--- config.mk ---
export PLATFORM = sky130hd
export DESIGN_NAME = modbus_multi_write
export DESIGN_NICKNAME = d
export VERILOG_FILES = /design/src/logic/mb_pkg.sv /design/src/logic/crc16.sv /design/src/logic/frame_tx.sv /design/src/logic/modbus_multi_write.sv
export SDC_FILE = /design/constraint.sdc
export NUM_CORES = 1
export LEC_CHECK = 0
export BUFFER_PORTS_ARGS = -buffer_cell sky130_fd_sc_hd__buf_2
export CAP_MARGIN = 15
export CORE_ASPECT_RATIO = 1.25
export CORE_MARGIN = 2
export CORE_UTILIZATION = 31
export DETAILED_ROUTE_END_ITERATION = 16
export MAX_ROUTING_LAYER = met4
export SLEW_MARGIN = 20
export SYNTH_ARGS = -nofsm -noshare
export SYNTH_HDL_FRONTEND = slang
export SYNTH_HIERARCHICAL = 1
export SYNTH_SLANG_ARGS = --single-unit
--- constraint.sdc ---
create_clock -name clk_sys -period 11.1 [get_ports clk_sys]
set_input_delay 2.22 -clock clk_sys [delete_from_list [all_inputs] [get_ports clk_sys]]
set_output_delay 2.22 -clock clk_sys [all_outputs]
set_load 0.03 [all_outputs]
--- src/logic/mb_pkg.sv ---
/*
  Constants, field positions and state encodings shared by the multiple-write
  query handler, its CRC engine and its response serialiser.
  Assumes a byte-wide receive path that has already removed line framing.
*/
package mb_pkg;
  // ---------------------------------------------------------------------------
  // Function and exception codes
  // ---------------------------------------------------------------------------
  localparam logic [7:0] FN_COILS = 8'h0f;
  localparam logic [7:0] FN_REGS = 8'h10;
  localparam logic [7:0] FN_EXC = 8'h80;
  localparam logic [7:0] ADDR_BCAST = 8'h00;
  localparam logic [7:0] EXC_NONE = 8'h00;
  localparam logic [7:0] EXC_FUNC = 8'h01;
  localparam logic [7:0] EXC_ADDR = 8'h02;
  localparam logic [7:0] EXC_FORMAT = 8'h03;
  localparam logic [7:0] EXC_RANGE = 8'h21;
  localparam logic [7:0] EXC_LOCKED = 8'h22;

  // ---------------------------------------------------------------------------
  // Query layout and limits
  // ---------------------------------------------------------------------------
  localparam logic [7:0] POS_ADDR = 8'h00;
  localparam logic [7:0] POS_FN = 8'h01;
  localparam logic [7:0] POS_ST_HI = 8'h02;
  localparam logic [7:0] POS_ST_LO = 8'h03;
  localparam logic [7:0] POS_CNT_HI = 8'h04;
  localparam logic [7:0] POS_CNT_LO = 8'h05;
  localparam logic [7:0] POS_BC = 8'h06;
  localparam logic [7:0] HDR_LEN = 8'h07;
  localparam logic [7:0] CRC_LEN = 8'h02;
  localparam logic [7:0] MIN_LEN = 8'h04;
  localparam logic [7:0] POS_MAX = 8'hff;
  localparam int BUF_BYTES = 16;
  localparam logic [7:0] BUF_LEN = 8'h10;
  localparam logic [15:0] MAX_REGS = 16'h0008;
  localparam logic [15:0] MAX_COILS = 16'h0080;
  localparam logic [15:0] ADDR_STEP = 16'h0001;
  localparam logic [15:0] COIL_ROUND = 16'h0007;
  localparam int COIL_SHIFT = 3;

  // ---------------------------------------------------------------------------
  // Response layout and CRC
  // ---------------------------------------------------------------------------
  localparam logic [3:0] RI_ADDR = 4'h0;
  localparam logic [3:0] RI_FN = 4'h1;
  localparam logic [3:0] RI_ST_HI = 4'h2;
  localparam logic [3:0] RI_ST_LO = 4'h3;
  localparam logic [3:0] RI_CNT_HI = 4'h4;
  localparam logic [3:0] RI_CNT_LO = 4'h5;
  localparam logic [3:0] RSP_LEN_OK = 4'h6;
  localparam logic [3:0] RSP_LEN_EXC = 4'h3;
  localparam logic [15:0] CRC_INIT = 16'hffff;
  localparam logic [15:0] CRC_POLY = 16'ha001;
  localparam logic [15:0] CRC_GOOD = 16'h0000;

  typedef enum logic [5:0] {
    S_IDLE = 6'h01, S_EVAL = 6'h02, S_CHK_SET = 6'h04,
    S_CHK_TEST = 6'h08, S_WRITE = 6'h10, S_SEND = 6'h20
  } main_state_e;

  typedef enum logic [1:0] {TX_IDLE = 2'h1, TX_RUN = 2'h2} tx_state_e;
endpackage

--- src/logic/crc16.sv ---
/*
  Byte-serial CRC-16 with the reflected Modbus polynomial.
  Assumes clear and en are never high together; clear wins if they are.
*/
`timescale 1ns/100ps
module crc16 (
  input wire logic clk_sys,
  input wire logic rst_n,
  input wire logic clear,
  input wire logic en,
  input wire logic [7:0] data,
  output logic [15:0] crc
);
  logic [15:0] crc_reg;
  logic [15:0] crc_next;

  always_comb begin
    crc_next = crc_reg;
    if (clear) begin
      crc_next = mb_pkg::CRC_INIT;
    end else if (en) begin
      crc_next = crc_reg ^ {8'h00, data};
      for (int i = 0; i < 8; i++) begin
        crc_next = crc_next[0] ? ((crc_next >> 1) ^ mb_pkg::CRC_POLY) : (crc_next >> 1);
      end
    end
  end

  always_ff @(posedge clk_sys or negedge rst_n) begin
    if (!rst_n) begin
      crc_reg <= mb_pkg::CRC_INIT;
    end else begin
      crc_reg <= crc_next;
    end
  end

  assign crc = crc_reg;
endmodule

--- src/logic/frame_tx.sv ---
/*
  Response serialiser: fetches len bytes by index, then appends the CRC.
  Assumes byte_in answers byte_idx combinationally and stays stable while busy.
*/
`timescale 1ns/100ps
module frame_tx (
  input wire logic clk_sys,
  input wire logic rst_n,
  input wire logic start,
  input wire logic [3:0] len,
  input wire logic [7:0] byte_in,
  output logic [3:0] byte_idx,
  output logic [7:0] tx_data,
  output logic tx_valid,
  input wire logic tx_ready,
  output logic done
);
  mb_pkg::tx_state_e state_reg, state_next;
  logic [3:0] pos_reg, pos_next;
  logic [7:0] data_reg, data_next;
  logic valid_reg, valid_next;
  logic done_reg, done_next;
  logic take;
  logic load_data;
  logic [15:0] crc;

  // ---------------------------------------------------------------------------
  // Sequencing
  // ---------------------------------------------------------------------------
  assign take = !valid_reg || tx_ready;
  assign load_data = (state_reg == mb_pkg::TX_RUN) && take && (pos_reg < len);

  always_comb begin
    state_next = state_reg;
    pos_next = pos_reg;
    data_next = data_reg;
    valid_next = valid_reg;
    done_next = 1'b0;
    case (state_reg)
      mb_pkg::TX_IDLE: begin
        if (start) begin
          state_next = mb_pkg::TX_RUN;
          pos_next = '0;
        end
      end
      mb_pkg::TX_RUN: begin
        if (take) begin
          pos_next = pos_reg + 4'h1;
          valid_next = 1'b1;
          // The CRC goes out low byte first, which is crc[7:0], then crc[15:8].
          if (pos_reg < len) begin
            data_next = byte_in;
          end else if (pos_reg == len) begin
            data_next = crc[7:0];
          end else if (pos_reg == len + 4'h1) begin
            data_next = crc[15:8];
          end else begin
            valid_next = 1'b0;
            pos_next = pos_reg;
            done_next = 1'b1;
            state_next = mb_pkg::TX_IDLE;
          end
        end
      end
      default: state_next = mb_pkg::TX_IDLE;
    endcase
  end

  always_ff @(posedge clk_sys or negedge rst_n) begin
    if (!rst_n) begin
      state_reg <= mb_pkg::TX_IDLE;
      pos_reg <= '0;
      data_reg <= '0;
      valid_reg <= 1'b0;
      done_reg <= 1'b0;
    end else begin
      state_reg <= state_next;
      pos_reg <= pos_next;
      data_reg <= data_next;
      valid_reg <= valid_next;
      done_reg <= done_next;
    end
  end

  crc16 u_crc (
    .clk_sys(clk_sys),
    .rst_n(rst_n),
    .clear(start),
    .en(load_data),
    .data(byte_in),
    .crc(crc)
  );

  assign byte_idx = pos_reg;
  assign tx_data = data_reg;
  assign tx_valid = valid_reg;
  assign done = done_reg;
endmodule

--- src/logic/modbus_multi_write.sv ---
/*
  Slave-side handler for multiple-coil and multiple-register write queries,
  with normal and exception replies.
  Assumes a framing layer that delivers received bytes with rx_valid and marks
  the end of a frame with rx_end, and a coil/register map that judges the
  presented item combinationally through item_code.
*/
// How it works
// - Coil query fields: header, bytecount, data, CRC.
// - Coil write success echoes eight-byte header reply.
// - First coil written is start field plus one.
// - Register query: header, bytecount, high-low pairs, CRC.
// - Register write success echoes eight-byte header reply.
// - First register written is start field plus one.
// - Register words high byte first, ascending order.
// - Two CRC bytes close every frame.
// - Broadcast writes are done but never answered.
// - Every addressed query gets a matching reply; the code drops a query with a bad CRC without any reply.
// - Failed or erroneous query gets exception reply; a query with a bad CRC is dropped with none.
// - Exception: address, function plus 80h, code, CRC.
// - Exception code names the specific error.
// - Codes 01h 02h 03h 21h 22h by cause.
`timescale 1ns/100ps
module modbus_multi_write (
  input wire logic clk_sys,
  input wire logic rst_n,
  input wire logic [7:0] own_addr,
  input wire logic [7:0] rx_data,
  input wire logic rx_valid,
  input wire logic rx_end,
  input wire logic [7:0] item_code,
  input wire logic tx_ready,
  output logic [15:0] item_addr,
  output logic [15:0] item_data,
  output logic item_coil,
  output logic item_wr,
  output logic [7:0] tx_data,
  output logic tx_valid,
  output logic busy
);
  logic rst_meta_n_reg;
  logic rst_sync_n_reg;
  mb_pkg::main_state_e state_reg, state_next;
  logic [7:0] pos_reg, pos_next;
  logic [7:0] addr_reg, addr_next;
  logic [7:0] fn_reg, fn_next;
  logic [15:0] start_reg, start_next;
  logic [15:0] cnt_reg, cnt_next;
  logic [7:0] bc_reg, bc_next;
  logic [7:0] buf_reg [mb_pkg::BUF_BYTES];
  logic [7:0] buf_next [mb_pkg::BUF_BYTES];
  logic [7:0] idx_reg, idx_next;
  logic exc_reg, exc_next;
  logic [7:0] code_reg, code_next;
  logic [15:0] item_addr_reg, item_addr_next;
  logic [15:0] item_data_reg, item_data_next;
  logic item_coil_reg, item_coil_next;
  logic item_wr_reg, item_wr_next;
  logic busy_reg, busy_next;
  logic tx_go_reg, tx_go_next;
  logic rx_take;
  logic [15:0] rx_crc;
  logic crc_ok;
  logic mine;
  logic fn_ok;
  logic fmt_bad;
  logic [15:0] coil_bytes;
  logic [8:0] frame_len;
  logic is_last;
  logic [7:0] coil_byte;
  logic [15:0] item_addr_calc;
  logic [15:0] item_data_calc;
  logic [3:0] tx_idx;
  logic tx_done;
  logic [7:0] rsp_byte;
  logic [3:0] rsp_len;

  // ---------------------------------------------------------------------------
  // Reset release
  // ---------------------------------------------------------------------------
  always_ff @(posedge clk_sys or negedge rst_n) begin
    if (!rst_n) begin
      rst_meta_n_reg <= 1'b0;
      rst_sync_n_reg <= 1'b0;
    end else begin
      rst_meta_n_reg <= 1'b1;
      rst_sync_n_reg <= rst_meta_n_reg;
    end
  end

  // ---------------------------------------------------------------------------
  // Query capture
  // ---------------------------------------------------------------------------
  // Bytes arriving while a query is being served are dropped; the master
  // waits for the reply before the next query, so nothing legal is lost.
  assign rx_take = (state_reg == mb_pkg::S_IDLE) && rx_valid;

  always_comb begin
    pos_next = pos_reg;
    addr_next = addr_reg;
    fn_next = fn_reg;
    start_next = start_reg;
    cnt_next = cnt_reg;
    bc_next = bc_reg;
    if (state_reg == mb_pkg::S_EVAL) begin
      pos_next = '0;
    end else if (rx_take) begin
      if (pos_reg != mb_pkg::POS_MAX) begin
        pos_next = pos_reg + 8'h01;
      end
      case (pos_reg)
        mb_pkg::POS_ADDR: addr_next = rx_data;
        mb_pkg::POS_FN: fn_next = rx_data;
        mb_pkg::POS_ST_HI: start_next = {rx_data, start_reg[7:0]};
        mb_pkg::POS_ST_LO: start_next = {start_reg[15:8], rx_data};
        mb_pkg::POS_CNT_HI: cnt_next = {rx_data, cnt_reg[7:0]};
        mb_pkg::POS_CNT_LO: cnt_next = {cnt_reg[15:8], rx_data};
        mb_pkg::POS_BC: bc_next = rx_data;
        default: ;
      endcase
    end
  end

  // Data bytes beyond the buffer are never needed: such a query fails the
  // format check. The trailing CRC bytes land here too and are ignored.
  for (genvar g = 0; g < mb_pkg::BUF_BYTES; g++) begin : g_buf
    assign buf_next[g] = (rx_take && pos_reg == mb_pkg::HDR_LEN + 8'(g)) ? rx_data : buf_reg[g];
  end

  always_ff @(posedge clk_sys or negedge rst_sync_n_reg) begin
    if (!rst_sync_n_reg) begin
      pos_reg <= '0;
      addr_reg <= '0;
      fn_reg <= '0;
      start_reg <= '0;
      cnt_reg <= '0;
      bc_reg <= '0;
      for (int i = 0; i < mb_pkg::BUF_BYTES; i++) begin
        buf_reg[i] <= '0;
      end
    end else begin
      pos_reg <= pos_next;
      addr_reg <= addr_next;
      fn_reg <= fn_next;
      start_reg <= start_next;
      cnt_reg <= cnt_next;
      bc_reg <= bc_next;
      buf_reg <= buf_next;
    end
  end

  crc16 u_rx_crc (
    .clk_sys(clk_sys),
    .rst_n(rst_sync_n_reg),
    .clear(state_reg == mb_pkg::S_EVAL),
    .en(rx_take),
    .data(rx_data),
    .crc(rx_crc)
  );

  // ---------------------------------------------------------------------------
  // Query checks
  // ---------------------------------------------------------------------------
  assign crc_ok = (rx_crc == mb_pkg::CRC_GOOD) && (pos_reg >= mb_pkg::MIN_LEN);
  assign mine = (addr_reg == own_addr) || (addr_reg == mb_pkg::ADDR_BCAST);
  assign fn_ok = (fn_reg == mb_pkg::FN_COILS) || (fn_reg == mb_pkg::FN_REGS);
  assign coil_bytes = (cnt_reg + mb_pkg::COIL_ROUND) >> mb_pkg::COIL_SHIFT;
  assign frame_len = {1'b0, bc_reg} + {1'b0, mb_pkg::HDR_LEN} + {1'b0, mb_pkg::CRC_LEN};

  always_comb begin
    fmt_bad = ({1'b0, pos_reg} != frame_len) || (bc_reg > mb_pkg::BUF_LEN) || (cnt_reg == '0);
    if (fn_reg == mb_pkg::FN_COILS) begin
      // An odd byte count is refused because the master must pad it.
      fmt_bad = fmt_bad || bc_reg[0] || (cnt_reg > mb_pkg::MAX_COILS) || ({8'h00, bc_reg} < coil_bytes);
    end else begin
      fmt_bad = fmt_bad || (cnt_reg > mb_pkg::MAX_REGS) || ({8'h00, bc_reg} != (cnt_reg << 1));
    end
  end

  // ---------------------------------------------------------------------------
  // Item generation
  // ---------------------------------------------------------------------------
  assign is_last = ({8'h00, idx_reg} == cnt_reg - mb_pkg::ADDR_STEP);
  assign coil_byte = buf_reg[idx_reg[6:3]];
  assign item_addr_calc = start_reg + mb_pkg::ADDR_STEP + {8'h00, idx_reg};

  always_comb begin
    if (fn_reg == mb_pkg::FN_COILS) begin
      item_data_calc = {15'h0000, coil_byte[idx_reg[2:0]]};
    end else begin
      item_data_calc = {buf_reg[{idx_reg[2:0], 1'b0}], buf_reg[{idx_reg[2:0], 1'b1}]};
    end
  end

  // ---------------------------------------------------------------------------
  // Control
  // ---------------------------------------------------------------------------
  // All items are checked before any is written, so a refused query never
  // leaves the map half updated. This costs two cycles per item.
  always_comb begin
    logic reply;
    reply = 1'b0;
    state_next = state_reg;
    idx_next = idx_reg;
    exc_next = exc_reg;
    code_next = code_reg;
    item_addr_next = item_addr_reg;
    item_data_next = item_data_reg;
    item_coil_next = item_coil_reg;
    item_wr_next = 1'b0;
    tx_go_next = 1'b0;
    case (state_reg)
      mb_pkg::S_IDLE: begin
        if (rx_end) begin
          state_next = mb_pkg::S_EVAL;
        end
      end
      mb_pkg::S_EVAL: begin
        exc_next = 1'b0;
        code_next = mb_pkg::EXC_NONE;
        idx_next = '0;
        if (!crc_ok || !mine) begin
          state_next = mb_pkg::S_IDLE;
        end else if (!fn_ok) begin
          exc_next = 1'b1;
          code_next = mb_pkg::EXC_FUNC;
          reply = 1'b1;
        end else if (fmt_bad) begin
          exc_next = 1'b1;
          code_next = mb_pkg::EXC_FORMAT;
          reply = 1'b1;
        end else begin
          state_next = mb_pkg::S_CHK_SET;
        end
      end
      mb_pkg::S_CHK_SET: begin
        item_addr_next = item_addr_calc;
        item_data_next = item_data_calc;
        item_coil_next = (fn_reg == mb_pkg::FN_COILS);
        state_next = mb_pkg::S_CHK_TEST;
      end
      mb_pkg::S_CHK_TEST: begin
        if (item_code != mb_pkg::EXC_NONE) begin
          exc_next = 1'b1;
          code_next = item_code;
          reply = 1'b1;
        end else if (is_last) begin
          idx_next = '0;
          state_next = mb_pkg::S_WRITE;
        end else begin
          idx_next = idx_reg + 8'h01;
          state_next = mb_pkg::S_CHK_SET;
        end
      end
      mb_pkg::S_WRITE: begin
        item_addr_next = item_addr_calc;
        item_data_next = item_data_calc;
        item_coil_next = (fn_reg == mb_pkg::FN_COILS);
        item_wr_next = 1'b1;
        if (is_last) begin
          reply = 1'b1;
        end else begin
          idx_next = idx_reg + 8'h01;
        end
      end
      mb_pkg::S_SEND: begin
        if (tx_done) begin
          state_next = mb_pkg::S_IDLE;
        end
      end
      default: state_next = mb_pkg::S_IDLE;
    endcase
    if (reply) begin
      if (addr_reg == mb_pkg::ADDR_BCAST) begin
        state_next = mb_pkg::S_IDLE;
      end else begin
        state_next = mb_pkg::S_SEND;
        tx_go_next = 1'b1;
      end
    end
  end

  assign busy_next = (state_next != mb_pkg::S_IDLE);

  always_ff @(posedge clk_sys or negedge rst_sync_n_reg) begin
    if (!rst_sync_n_reg) begin
      state_reg <= mb_pkg::S_IDLE;
      idx_reg <= '0;
      exc_reg <= 1'b0;
      code_reg <= mb_pkg::EXC_NONE;
      item_addr_reg <= '0;
      item_data_reg <= '0;
      item_coil_reg <= 1'b0;
      item_wr_reg <= 1'b0;
      busy_reg <= 1'b0;
      tx_go_reg <= 1'b0;
    end else begin
      state_reg <= state_next;
      idx_reg <= idx_next;
      exc_reg <= exc_next;
      code_reg <= code_next;
      item_addr_reg <= item_addr_next;
      item_data_reg <= item_data_next;
      item_coil_reg <= item_coil_next;
      item_wr_reg <= item_wr_next;
      busy_reg <= busy_next;
      tx_go_reg <= tx_go_next;
    end
  end

  // ---------------------------------------------------------------------------
  // Reply
  // ---------------------------------------------------------------------------
  assign rsp_len = exc_reg ? mb_pkg::RSP_LEN_EXC : mb_pkg::RSP_LEN_OK;

  always_comb begin
    rsp_byte = 8'h00;
    if (tx_idx == mb_pkg::RI_ADDR) begin
      rsp_byte = addr_reg;
    end else if (tx_idx == mb_pkg::RI_FN) begin
      rsp_byte = exc_reg ? (fn_reg | mb_pkg::FN_EXC) : fn_reg;
    end else if (tx_idx == mb_pkg::RI_ST_HI) begin
      rsp_byte = exc_reg ? code_reg : start_reg[15:8];
    end else if (tx_idx == mb_pkg::RI_ST_LO) begin
      rsp_byte = start_reg[7:0];
    end else if (tx_idx == mb_pkg::RI_CNT_HI) begin
      rsp_byte = cnt_reg[15:8];
    end else if (tx_idx == mb_pkg::RI_CNT_LO) begin
      rsp_byte = cnt_reg[7:0];
    end
  end

  frame_tx u_tx (
    .clk_sys(clk_sys),
    .rst_n(rst_sync_n_reg),
    .start(tx_go_reg),
    .len(rsp_len),
    .byte_in(rsp_byte),
    .byte_idx(tx_idx),
    .tx_data(tx_data),
    .tx_valid(tx_valid),
    .tx_ready(tx_ready),
    .done(tx_done)
  );

  assign item_addr = item_addr_reg;
  assign item_data = item_data_reg;
  assign item_coil = item_coil_reg;
  assign item_wr = item_wr_reg;
  assign busy = busy_reg;
endmodule
==> report_table.html, run 1 <==
<table>
<tr><th>Metric</th><th>Value</th></tr>
<tr><th colspan="2">Finish</th></tr>
<tr><td>Number of antenna cells inserted</td><td>0</td></tr>
<tr><td>Seq. cell area</td><td>7582 sq um</td></tr>
<tr><td>Finished Core Util</td><td>0.3567</td></tr>
<tr><td>Fraction of final layout cells with drive strength greater than 1</td><td>0.3218</td></tr>
<tr><td>Max reg flops</td><td>128</td></tr>
<tr><td>Filler Cell Count</td><td>5405</td></tr>
<tr><td>Final-stage net count</td><td>1571</td></tr>
<tr><td>Synth-to-Final Area Change</td><td>13.22%</td></tr>
<tr><td>Area used by multi-input combinational logic</td><td>8931 sq um</td></tr>
<tr><th colspan="2">Floorplan</th></tr>
<tr><td>I/O pin total</td><td>73</td></tr>
<tr><td>Initial Util</td><td>0.3151</td></tr>
<tr><td>Vert. Die Dim</td><td>265.8 um</td></tr>
<tr><td>Width of the die</td><td>213.5 um</td></tr>
<tr><td># rows</td><td>95</td></tr>
<tr><td>Floorplan die area</td><td>56750 sq um</td></tr>
<tr><td>Core outline area</td><td>53960 sq um</td></tr>
<tr><th colspan="2">Logic synthesis</th></tr>
<tr><td>Async S/R FF share, synth</td><td>1.000</td></tr>
<tr><td>Proportion of synthesized chip area in sequential cells</td><td>0.4455</td></tr>
<tr><td>Average instance area after synthesis</td><td>11.61 sq um</td></tr>
<tr><td>Synthesis warning total</td><td>6</td></tr>
<tr><td>Number of enable flip-flop cells after synthesis</td><td>0</td></tr>
<tr><td>Biggest area contributors in the synthesized netlist</td><td>dfrtp_1 (39%), mux2_2 (13%), mux4_2 (8.5%), dfstp_2 (5.3%), xnor2_1 (2.9%)</td></tr>
<tr><td>Cell type with the highest aggregate area in the netlist</td><td>dfrtp_1</td></tr>
<tr><td>Prevailing post-synth register cell</td><td>dfrtp_1</td></tr>
<tr><td>Number of instances in the synthesized netlist</td><td>1465</td></tr>
<tr><td>Area of the mapped netlist</td><td>17000 sq um</td></tr>
<tr><td>Area fraction of the dominant cell type after synthesis</td><td>0.3930</td></tr>
<tr><td>Yosys cell types</td><td>83</td></tr>
<tr><td>Number of register bits inferred by synthesis</td><td>301</td></tr>
<tr><th colspan="2">STA</th></tr>
<tr><td>Worst clock skew on the final layout</td><td>0.03013 ns</td></tr>
<tr><td>Slew at the pin closest to its max-slew limit</td><td>1.098 ns</td></tr>
<tr><td>Final setup violating endpoints</td><td>0</td></tr>
<tr><td>Relative slew slack</td><td>0.2613</td></tr>
<tr><td>Final setup margin</td><td>7.135 ns</td></tr>
<tr><td>Max Transition Viols Final</td><td>0</td></tr>
<tr><td>Maximum clock frequency</td><td>252.2 MHz</td></tr>
<tr><td>Minimum clock period after layout</td><td>3.965 ns</td></tr>
<tr><td>Share of the clock period used by the worst path after layout</td><td>0.3572</td></tr>
<tr><td>Total Neg Setup Slack</td><td>0 ns</td></tr>
<tr><td>Hold violation total from the final report</td><td>0</td></tr>
<tr><td>Unrepaired setup endpoints after global routing</td><td>no</td></tr>
<tr><td>Worst hold slack</td><td>0.3487 ns</td></tr>
<tr><th colspan="2">Placement</th></tr>
<tr><td>Post-placement setup slack</td><td>6.490 ns</td></tr>
<tr><td>IO buf count</td><td>72</td></tr>
<tr><td>GP Congestion</td><td>0.8353</td></tr>
<tr><td>HPWL after detailed placement</td><td>32740 um</td></tr>
<tr><th colspan="2">Routing</th></tr>
<tr><td>Routed wire length on met2</td><td>24580 um</td></tr>
<tr><td>Met3 WL post-DR</td><td>2246 um</td></tr>
<tr><td>Initial DRC Count</td><td>777</td></tr>
<tr><td>First-pass detailed-route iteration total</td><td>5</td></tr>
<tr><td>Post-detailed-routing wire length</td><td>47520 um</td></tr>
<tr><td>Routed Antenna Nets</td><td>0</td></tr>
<tr><td>Metal1 wirelength</td><td>19430 um</td></tr>
<tr><td>Highest metal layer with signal wires</td><td>met4</td></tr>
<tr><td>Average wire length per cell after detail routing</td><td>20.98 um</td></tr>
<tr><td>Remaining DRCs</td><td>0</td></tr>
<tr><td>Vias post-DR</td><td>11980</td></tr>
<tr><td>Average via count per standard cell</td><td>5.287</td></tr>
<tr><th colspan="2">Critical path</th></tr>
<tr><td>Critical path start-end classification</td><td>in -&gt; reg</td></tr>
<tr><td>Startpoint types</td><td>primary input</td></tr>
<tr><td>Launching point of the worst reg2reg path</td><td>u_tx/byte_idx[1]</td></tr>
<tr><td>Source of the critical timing path</td><td>own_addr[5]</td></tr>
<tr><td>Data required, critical path</td><td>11.59 ns</td></tr>
<tr><td>Worst reg2reg endpoint</td><td>u_tx/u_crc/crc[15]</td></tr>
<tr><td>Largest driver fanout on the critical path</td><td>4</td></tr>
<tr><td>Worst Setup End Kind</td><td>register</td></tr>
<tr><td>Data arrival time of the critical path</td><td>4.46 ns</td></tr>
<tr><td>Depth of the worst register-to-register path</td><td>9</td></tr>
<tr><td>CP endpoint</td><td>tx_go_reg</td></tr>
<tr><td>R2r setup slk</td><td>7.50 ns</td></tr>
<tr><th colspan="2">Clocking</th></tr>
<tr><td>H-tree depth</td><td>2</td></tr>
<tr><td>Clock Latency Late Sink</td><td>0.57 ns</td></tr>
<tr><td>Clock sink count</td><td>301</td></tr>
<tr><td>Cts bufs inserted</td><td>37</td></tr>
<tr><td>CTS tree</td><td>yes</td></tr>
<tr><td>Hold-fix buffer count after cts</td><td>0</td></tr>
<tr><td>Root Buffer Master</td><td>clkbuf_16</td></tr>
<tr><td>Number of buffers on the longest clock path</td><td>3</td></tr>
<tr><td>Clock slew at reported path FFs</td><td>0.06 ns</td></tr>
<tr><td>Number of setup buffers added after CTS</td><td>0</td></tr>
<tr><td>Post-cts gate resize count</td><td>0</td></tr>
<tr><th colspan="2">Outcome</th></tr>
<tr><td>Result of the run</td><td>finished, final reports clean</td></tr>
<tr><th colspan="2">Min path</th></tr>
<tr><td>Hold WC Path Type</td><td>reg -&gt; reg</td></tr>
<tr><td>Hold Crit Start</td><td>rst_meta_n_reg</td></tr>
<tr><th colspan="2">Global route</th></tr>
<tr><td>GRT overflow</td><td>0</td></tr>
<tr><td>First-pass GRT wire length</td><td>74440 um</td></tr>
<tr><td>Maximum number of pins on one net before global-route repair</td><td>70</td></tr>
<tr><td>Antenna violations before repair</td><td>0</td></tr>
<tr><td>Global-route usage over all layers</td><td>0.1755</td></tr>
<tr><td>Via count of the first global-routing pass</td><td>12470</td></tr>
<tr><th colspan="2">Run</th></tr>
<tr><td>Max-cap viol count</td><td>0</td></tr>
<tr><th colspan="2">Power and ir drop</th></tr>
<tr><td>Total chip power</td><td>4013 uW</td></tr>
<tr><td>Worst-case vdd ir drop</td><td>90.11 uV</td></tr>
<tr><td>Power density of the placed cells</td><td>208.5 nW/um^2</td></tr>
<tr><td>Static Leakage</td><td>0.008455 uW</td></tr>
</table>
-- how the worst min path moves through the flow --
stage                          end  cells past startpoint
floorplan           rst_sync_n_reg                      0
global placement    rst_sync_n_reg                      0
detailed placement  rst_sync_n_reg                      0
CTS                 rst_sync_n_reg                      0
global route        rst_sync_n_reg                      0
finish              rst_sync_n_reg                      0
-- routing by layer --
metal / track usage / vias to the layer above
li1: - / 5450
met5: - / -
met1: 0.2053 / 6183
met2: 0.3057 / 275
met3: 0.03371 / 67
met4: 0.04880 / 0
-- cells by family (layout without fill, tap and decap cells) --
kind of cell | count (synthesis) | in the layout | synth area share
adders and majority gates | 33 | 33 | 0.02473
buffers and inverters | 128 | 197 | 0.03054
AOI/OAI and AO/OA | 227 | 227 | 0.08904
other | 2 | 6 | 0.0004417
muxes | 295 | 295 | 0.2349
xor gates and xnor gates | 108 | 108 | 0.05828
DFF | 301 | 301 | 0.4455
and+or+nand+nor | 371 | 371 | 0.1166
-- where the power goes --
part           internal (uW)  leakage (uW)  switching (uW)
combinational            588       0.00392             595
clock                    697      0.000589             496
sequential              1330       0.00395             310
-- placed cells by master (no fill, tap or decap), drive strengths merged, types with 10 or more instances in the layout --
cell type  instances
dfrtp            267
mux2             192
nand2             91
buf               88
nor2              81
o21ai             79
mux4              64
xnor2             59
clkbuf            51
a21oi             48
xor2              47
inv               43
mux2i             39
dfstp             34
nand3             33
ha                32
nor3              25
nor4              23
nand4             18
and3              15
nor2b             15
or2               15
a22o              14
a22oi             13
clkinv            13
nor3b             12
and2              11
a211o             10
-- through the flow --
step / std cells / cell area (sq um)
floorplan: 1469 / 17020
global placement: 2197 / 18060
detailed placement: 2197 / 18060
CTS: 2265 / 19250
global route: 2265 / 19250
finish: 2265 / 19250
-- worst max-delay path, stage by stage --
cell	delay, ns
buf_2	0.10
xor2_1	0.15
nor4_1	0.53
nand2_1	0.17
a221oi_1	0.59
o41ai_2	0.24
o21ai_1	0.29
and2_1	0.17
-- cells in the mapped netlist (5+ instances only) --
master	instances
dfrtp_1	267
mux2_2	191
nand2_1	82
nor2_1	81
o21ai_0	75
clkbuf_1	64
mux4_2	64
xnor2_1	57
a21oi_1	47
xor2_1	47
inv_1	40
mux2i_1	39
dfstp_2	34
ha_1	32
nand3_1	31
nor3_1	23
nor4_1	20
nand4_1	18
and3_1	15
nor2b_1	15
or2_2	15
a22o_1	14
a22oi_1	13
buf_2	13
and2_1	11
a211o_1	9
nand2_2	9
a31oi_1	7
nor3b_1	7
a211oi_1	6
a222oi_1	6
buf_1	6
nand2b_1	6
o211ai_1	6
nor4b_1	5
o21a_1	5
or3_1	5
-- area by class of cell --
class / instances / share of cell area
multi-input combinational: 1040 / 0.4639
sequential: 301 / 0.3939
clock buffer: 51 / 0.05291
tap: 727 / 0.04725
timing repair buffer: 88 / 0.02496
clock inverter: 17 / 0.009099
inverter: 41 / 0.007994
No activity file was read; power rests on OpenSTA's default activity.
==> run 2, diff against run 1 <==
==> constraint.sdc (replaced) <==
create_clock -name clk_sys -period 4 [get_ports clk_sys]
set_input_delay 0.8 -clock clk_sys [delete_from_list [all_inputs] [get_ports clk_sys]]
set_output_delay 0.8 -clock clk_sys [all_outputs]
set_load 0.03 [all_outputs]
==> report_table.html, run 2 (same netlist as run 1, synthesis figures left out) <==
<table>
<tr><th>Metric</th><th>Value</th></tr>
<tr><th colspan="2">Critical path</th></tr>
<tr><td>Startpoint types</td><td>register (was primary input)</td></tr>
<tr><td>Peak per-stage delay on the critical path</td><td>0.56 ns (was 0.59 ns)</td></tr>
<tr><td>Critical path start-end classification</td><td>reg -&gt; reg (was in -&gt; reg)</td></tr>
<tr><td>Worst-path cell with the longest stage delay</td><td>o41ai_2 (was a221oi_1)</td></tr>
<tr><td>Data required, critical path</td><td>4.44 ns (was 11.59 ns)</td></tr>
<tr><td>Data arrival time of the critical path</td><td>3.90 ns (was 4.46 ns)</td></tr>
<tr><td>Source of the critical timing path</td><td>cnt_reg[0] (was own_addr[5])</td></tr>
<tr><td>Cells traversed along the worst timing path</td><td>inv_1 -&gt; ha_1 -&gt; nand2b_1 -&gt; nand4_1 -&gt; xnor2_1 -&gt; ha_1 -&gt; nand3_1 -&gt; nor2_1 -&gt; o311ai_0 -&gt; nand3_1 -&gt; a22oi_1 -&gt; o41ai_2 -&gt; o21ai_1 -&gt; and2_1 (was buf_2 -&gt; xor2_1 -&gt; nor4_1 -&gt; nand2_1 -&gt; a221oi_1 -&gt; o41ai_2 -&gt; o21ai_1 -&gt; and2_1)</td></tr>
<tr><td>Worst Setup End Kind</td><td>register (unchanged)</td></tr>
<tr><td>Launching point of the worst reg2reg path</td><td>cnt_reg[0] (was u_tx/byte_idx[1])</td></tr>
<tr><td>Largest driver fanout on the critical path</td><td>10 (was 4)</td></tr>
<tr><th colspan="2">Clocking</th></tr>
<tr><td>CTS tree</td><td>yes (unchanged)</td></tr>
<tr><td>H-tree depth</td><td>2 (unchanged)</td></tr>
<tr><td>Post-cts gate resize count</td><td>0 (unchanged)</td></tr>
<tr><td>Number of setup buffers added after CTS</td><td>0 (unchanged)</td></tr>
<tr><td>Clock Latency Late Sink</td><td>0.57 ns (about the same)</td></tr>
<tr><td>Number of buffers on the longest clock path</td><td>3 (unchanged)</td></tr>
<tr><td>Hold-fix buffer count after cts</td><td>1 (was 0)</td></tr>
<tr><td>Clock slew at reported path FFs</td><td>0.06 ns (about the same)</td></tr>
<tr><td>Cts bufs inserted</td><td>37 (unchanged)</td></tr>
<tr><td>Clock sink count</td><td>301 (unchanged)</td></tr>
<tr><td>Root Buffer Master</td><td>clkbuf_16 (unchanged)</td></tr>
<tr><th colspan="2">Floorplan</th></tr>
<tr><td>Width of the die</td><td>213.5 um (unchanged)</td></tr>
<tr><td># rows</td><td>95 (unchanged)</td></tr>
<tr><td>Vert. Die Dim</td><td>265.8 um (unchanged)</td></tr>
<tr><td>Initial Util</td><td>0.3151 (unchanged)</td></tr>
<tr><td>Floorplan die area</td><td>56750 sq um (unchanged)</td></tr>
<tr><td>Core outline area</td><td>53960 sq um (unchanged)</td></tr>
<tr><td>I/O pin total</td><td>73 (unchanged)</td></tr>
<tr><th colspan="2">Global route</th></tr>
<tr><td>GRT overflow</td><td>0 (unchanged)</td></tr>
<tr><td>Maximum number of pins on one net before global-route repair</td><td>106 (was 70)</td></tr>
<tr><td>Via count of the first global-routing pass</td><td>12630 (was 12470)</td></tr>
<tr><td>First-pass GRT wire length</td><td>75330 um (was 74440 um)</td></tr>
<tr><td>Global-route usage over all layers</td><td>0.1783 (was 0.1755)</td></tr>
<tr><td>Antenna violations before repair</td><td>0 (unchanged)</td></tr>
<tr><th colspan="2">Min path</th></tr>
<tr><td>Hold Crit Start</td><td>rst_meta_n_reg (unchanged)</td></tr>
<tr><td>Hold WC Path Type</td><td>reg -&gt; reg (unchanged)</td></tr>
<tr><th colspan="2">STA</th></tr>
<tr><td>Unrepaired setup endpoints after global routing</td><td>no (unchanged)</td></tr>
<tr><td>Share of the clock period used by the worst path after layout</td><td>0.8636</td></tr>
<tr><td>Max Transition Viols Final</td><td>0 (unchanged)</td></tr>
<tr><td>Total Neg Setup Slack</td><td>0 ns (unchanged)</td></tr>
<tr><td>Worst clock skew on the final layout</td><td>0.03018 ns (was 0.03013 ns)</td></tr>
<tr><td>Maximum clock frequency</td><td>289.5 MHz</td></tr>
<tr><td>Hold violation total from the final report</td><td>0 (unchanged)</td></tr>
<tr><td>Slew at the pin closest to its max-slew limit</td><td>0.9638 ns (was 1.098 ns)</td></tr>
<tr><td>Final setup violating endpoints</td><td>0 (unchanged)</td></tr>
<tr><td>Relative slew slack</td><td>0.3575 (was 0.2613)</td></tr>
<tr><td>Minimum clock period after layout</td><td>3.455 ns</td></tr>
<tr><th colspan="2">Finish</th></tr>
<tr><td>Number of antenna cells inserted</td><td>0 (unchanged)</td></tr>
<tr><td>Fraction of final layout cells with drive strength greater than 1</td><td>0.3310 (was 0.3218)</td></tr>
<tr><td>Synth-to-Final Area Change</td><td>14.68% (was 13.22%)</td></tr>
<tr><td>Most frequent cells in the layout</td><td>dfrtp_1 (263), mux2_2 (191), nand2_1 (82) (unchanged)</td></tr>
<tr><td>Number of cells in the finished layout apart from fillers</td><td>2274 (was 2265)</td></tr>
<tr><td>Finished Core Util</td><td>0.3613 (was 0.3567)</td></tr>
<tr><td>Summed area of non-filler cells in the final layout</td><td>19500 sq um (was 19250 sq um)</td></tr>
<tr><td>Filler Cell Count</td><td>5330 (was 5405)</td></tr>
<tr><td>Max reg flops</td><td>128 (unchanged)</td></tr>
<tr><td>Area used by multi-input combinational logic</td><td>8931 sq um (unchanged)</td></tr>
<tr><td>Seq. cell area</td><td>7582 sq um (unchanged)</td></tr>
<tr><td>Most common library cell in the layout ignoring fill and taps</td><td>dfrtp_1 (unchanged)</td></tr>
<tr><td>Final-stage net count</td><td>1582 (was 1571)</td></tr>
<tr><th colspan="2">Routing</th></tr>
<tr><td>First-pass detailed-route iteration total</td><td>5 (unchanged)</td></tr>
<tr><td>Initial DRC Count</td><td>874 (was 777)</td></tr>
<tr><td>Vias post-DR</td><td>12150 (was 11980)</td></tr>
<tr><td>Remaining DRCs</td><td>0 (unchanged)</td></tr>
<tr><td>Average via count per standard cell</td><td>5.341 (was 5.287)</td></tr>
<tr><td>Average wire length per cell after detail routing</td><td>21.22 um (was 20.98 um)</td></tr>
<tr><td>Post-detailed-routing wire length</td><td>48260 um (was 47520 um)</td></tr>
<tr><td>Routed Antenna Nets</td><td>0 (unchanged)</td></tr>
<tr><th colspan="2">Power and ir drop</th></tr>
<tr><td>Share of total power in sequential cells</td><td>0.396 (was 0.408)</td></tr>
<tr><td>Sw Ratio</td><td>0.3423 (was 0.3489)</td></tr>
<tr><td>Worst-case vdd ir drop</td><td>267.6 uV (was 90.11 uV)</td></tr>
<tr><td>Power density of the placed cells</td><td>587.5 nW/um^2 (was 208.5 nW/um^2)</td></tr>
<tr><td>Fraction of power consumed by the clock network</td><td>0.314 (was 0.297)</td></tr>
<tr><td>Combinational power share</td><td>0.290 (was 0.295)</td></tr>
<tr><td>Cell-internal power</td><td>7535 uW (was 2613 uW)</td></tr>
<tr><td>Net switching power</td><td>3921 uW (was 1400 uW)</td></tr>
<tr><td>Total chip power</td><td>11460 uW (was 4013 uW)</td></tr>
<tr><td>Static Leakage</td><td>0.008587 uW (was 0.008455 uW)</td></tr>
<tr><th colspan="2">Run</th></tr>
<tr><td>Max-cap viol count</td><td>0 (unchanged)</td></tr>
<tr><th colspan="2">Placement</th></tr>
<tr><td>HPWL after detailed placement</td><td>33330 um (was 32740 um)</td></tr>
<tr><td>GP Congestion</td><td>0.9158 (was 0.8353)</td></tr>
<tr><td>IO buf count</td><td>72 (unchanged)</td></tr>
<tr><td>Placed Instances</td><td>2207 (was 2197)</td></tr>
<tr><td>Placement-stage cell area</td><td>18170 sq um (was 18060 sq um)</td></tr>
<tr><th colspan="2">Outcome</th></tr>
<tr><td>Result of the run</td><td>finished, final reports clean (unchanged)</td></tr>
</table>
run 2: cell types whose count changed in the layout (fill, tap and decap cells not counted), sizes merged:
cell         before  now
bufinv            2    3
clkinv           13    7
clkinvlp          0    1
buf              88   98
dlygate4sd3       0    1
inv              43   42
clkbuf           51   54
run 2: final timing paths:
path	slack (ns)	cells after the start	to
setup / recovery	0.55	14	tx_go_reg
min in group asynchronous	0.37	0	buf_reg[25]
setup reg to reg	0.55	14	tx_go_reg
hold reg to reg	0.35	0	rst_sync_n_reg
hold / removal	0.35	0	rst_sync_n_reg
max in group asynchronous	2.58	1	u_tx/state_reg[1]
run 2: final cells by class:
class	count	share of cell area
timing repair buffer	99	0.03093
tap	727	0.04665
inverter	41	0.007893
clock buffer	54	0.05903
clock inverter	12	0.008599
sequential	301	0.3889
multi-input combinational	1040	0.4580
run 2: power groups by stage:
| stage | clock network [uW] | logic (uW) | registers [uW] |
|---|---|---|---|
| global route | 3810 | 3650 | 4620 |
| floorplan | 0 | 2760 | 4170 |
| global placement | 0 | 3260 | 4550 |
| CTS | 3660 | 3340 | 4530 |
| finish | 3600 | 3320 | 4540 |
| detailed placement | 0 | 3310 | 4580 |
run 2: routing by layer:
layer  share of wire  up-vias  track usage
met1            0.40     6255       0.2062
met2            0.52      309       0.3065
met3           0.039      115      0.02758
li1                -     5466            -
met5               0        -            -
met4           0.045        0      0.07508
run 2: worst max-delay path, delay by kind of cell, from the launching register on:
family / cells / cell delay (ns)
compound gates: 4 / 1.03
xor+xnor: 1 / 0.16
fa+ha+maj: 2 / 0.57
buf+inv: 1 / 0.14
flops: 1 / 0.55
simple gates: 6 / 0.87
run 2: through the flow:
| step | hold WS, ns | setup slack, ns |
|---|---|---|
| global placement | 0.3374 | 0.6367 |
| CTS | 0.3520 | 0.5584 |
| global route | 0.3554 | 0.1457 |
| floorplan | 0.3312 | 0.9891 |
| finish | 0.3486 | 0.5455 |
| detailed placement | 0.3381 | 0.6127 |
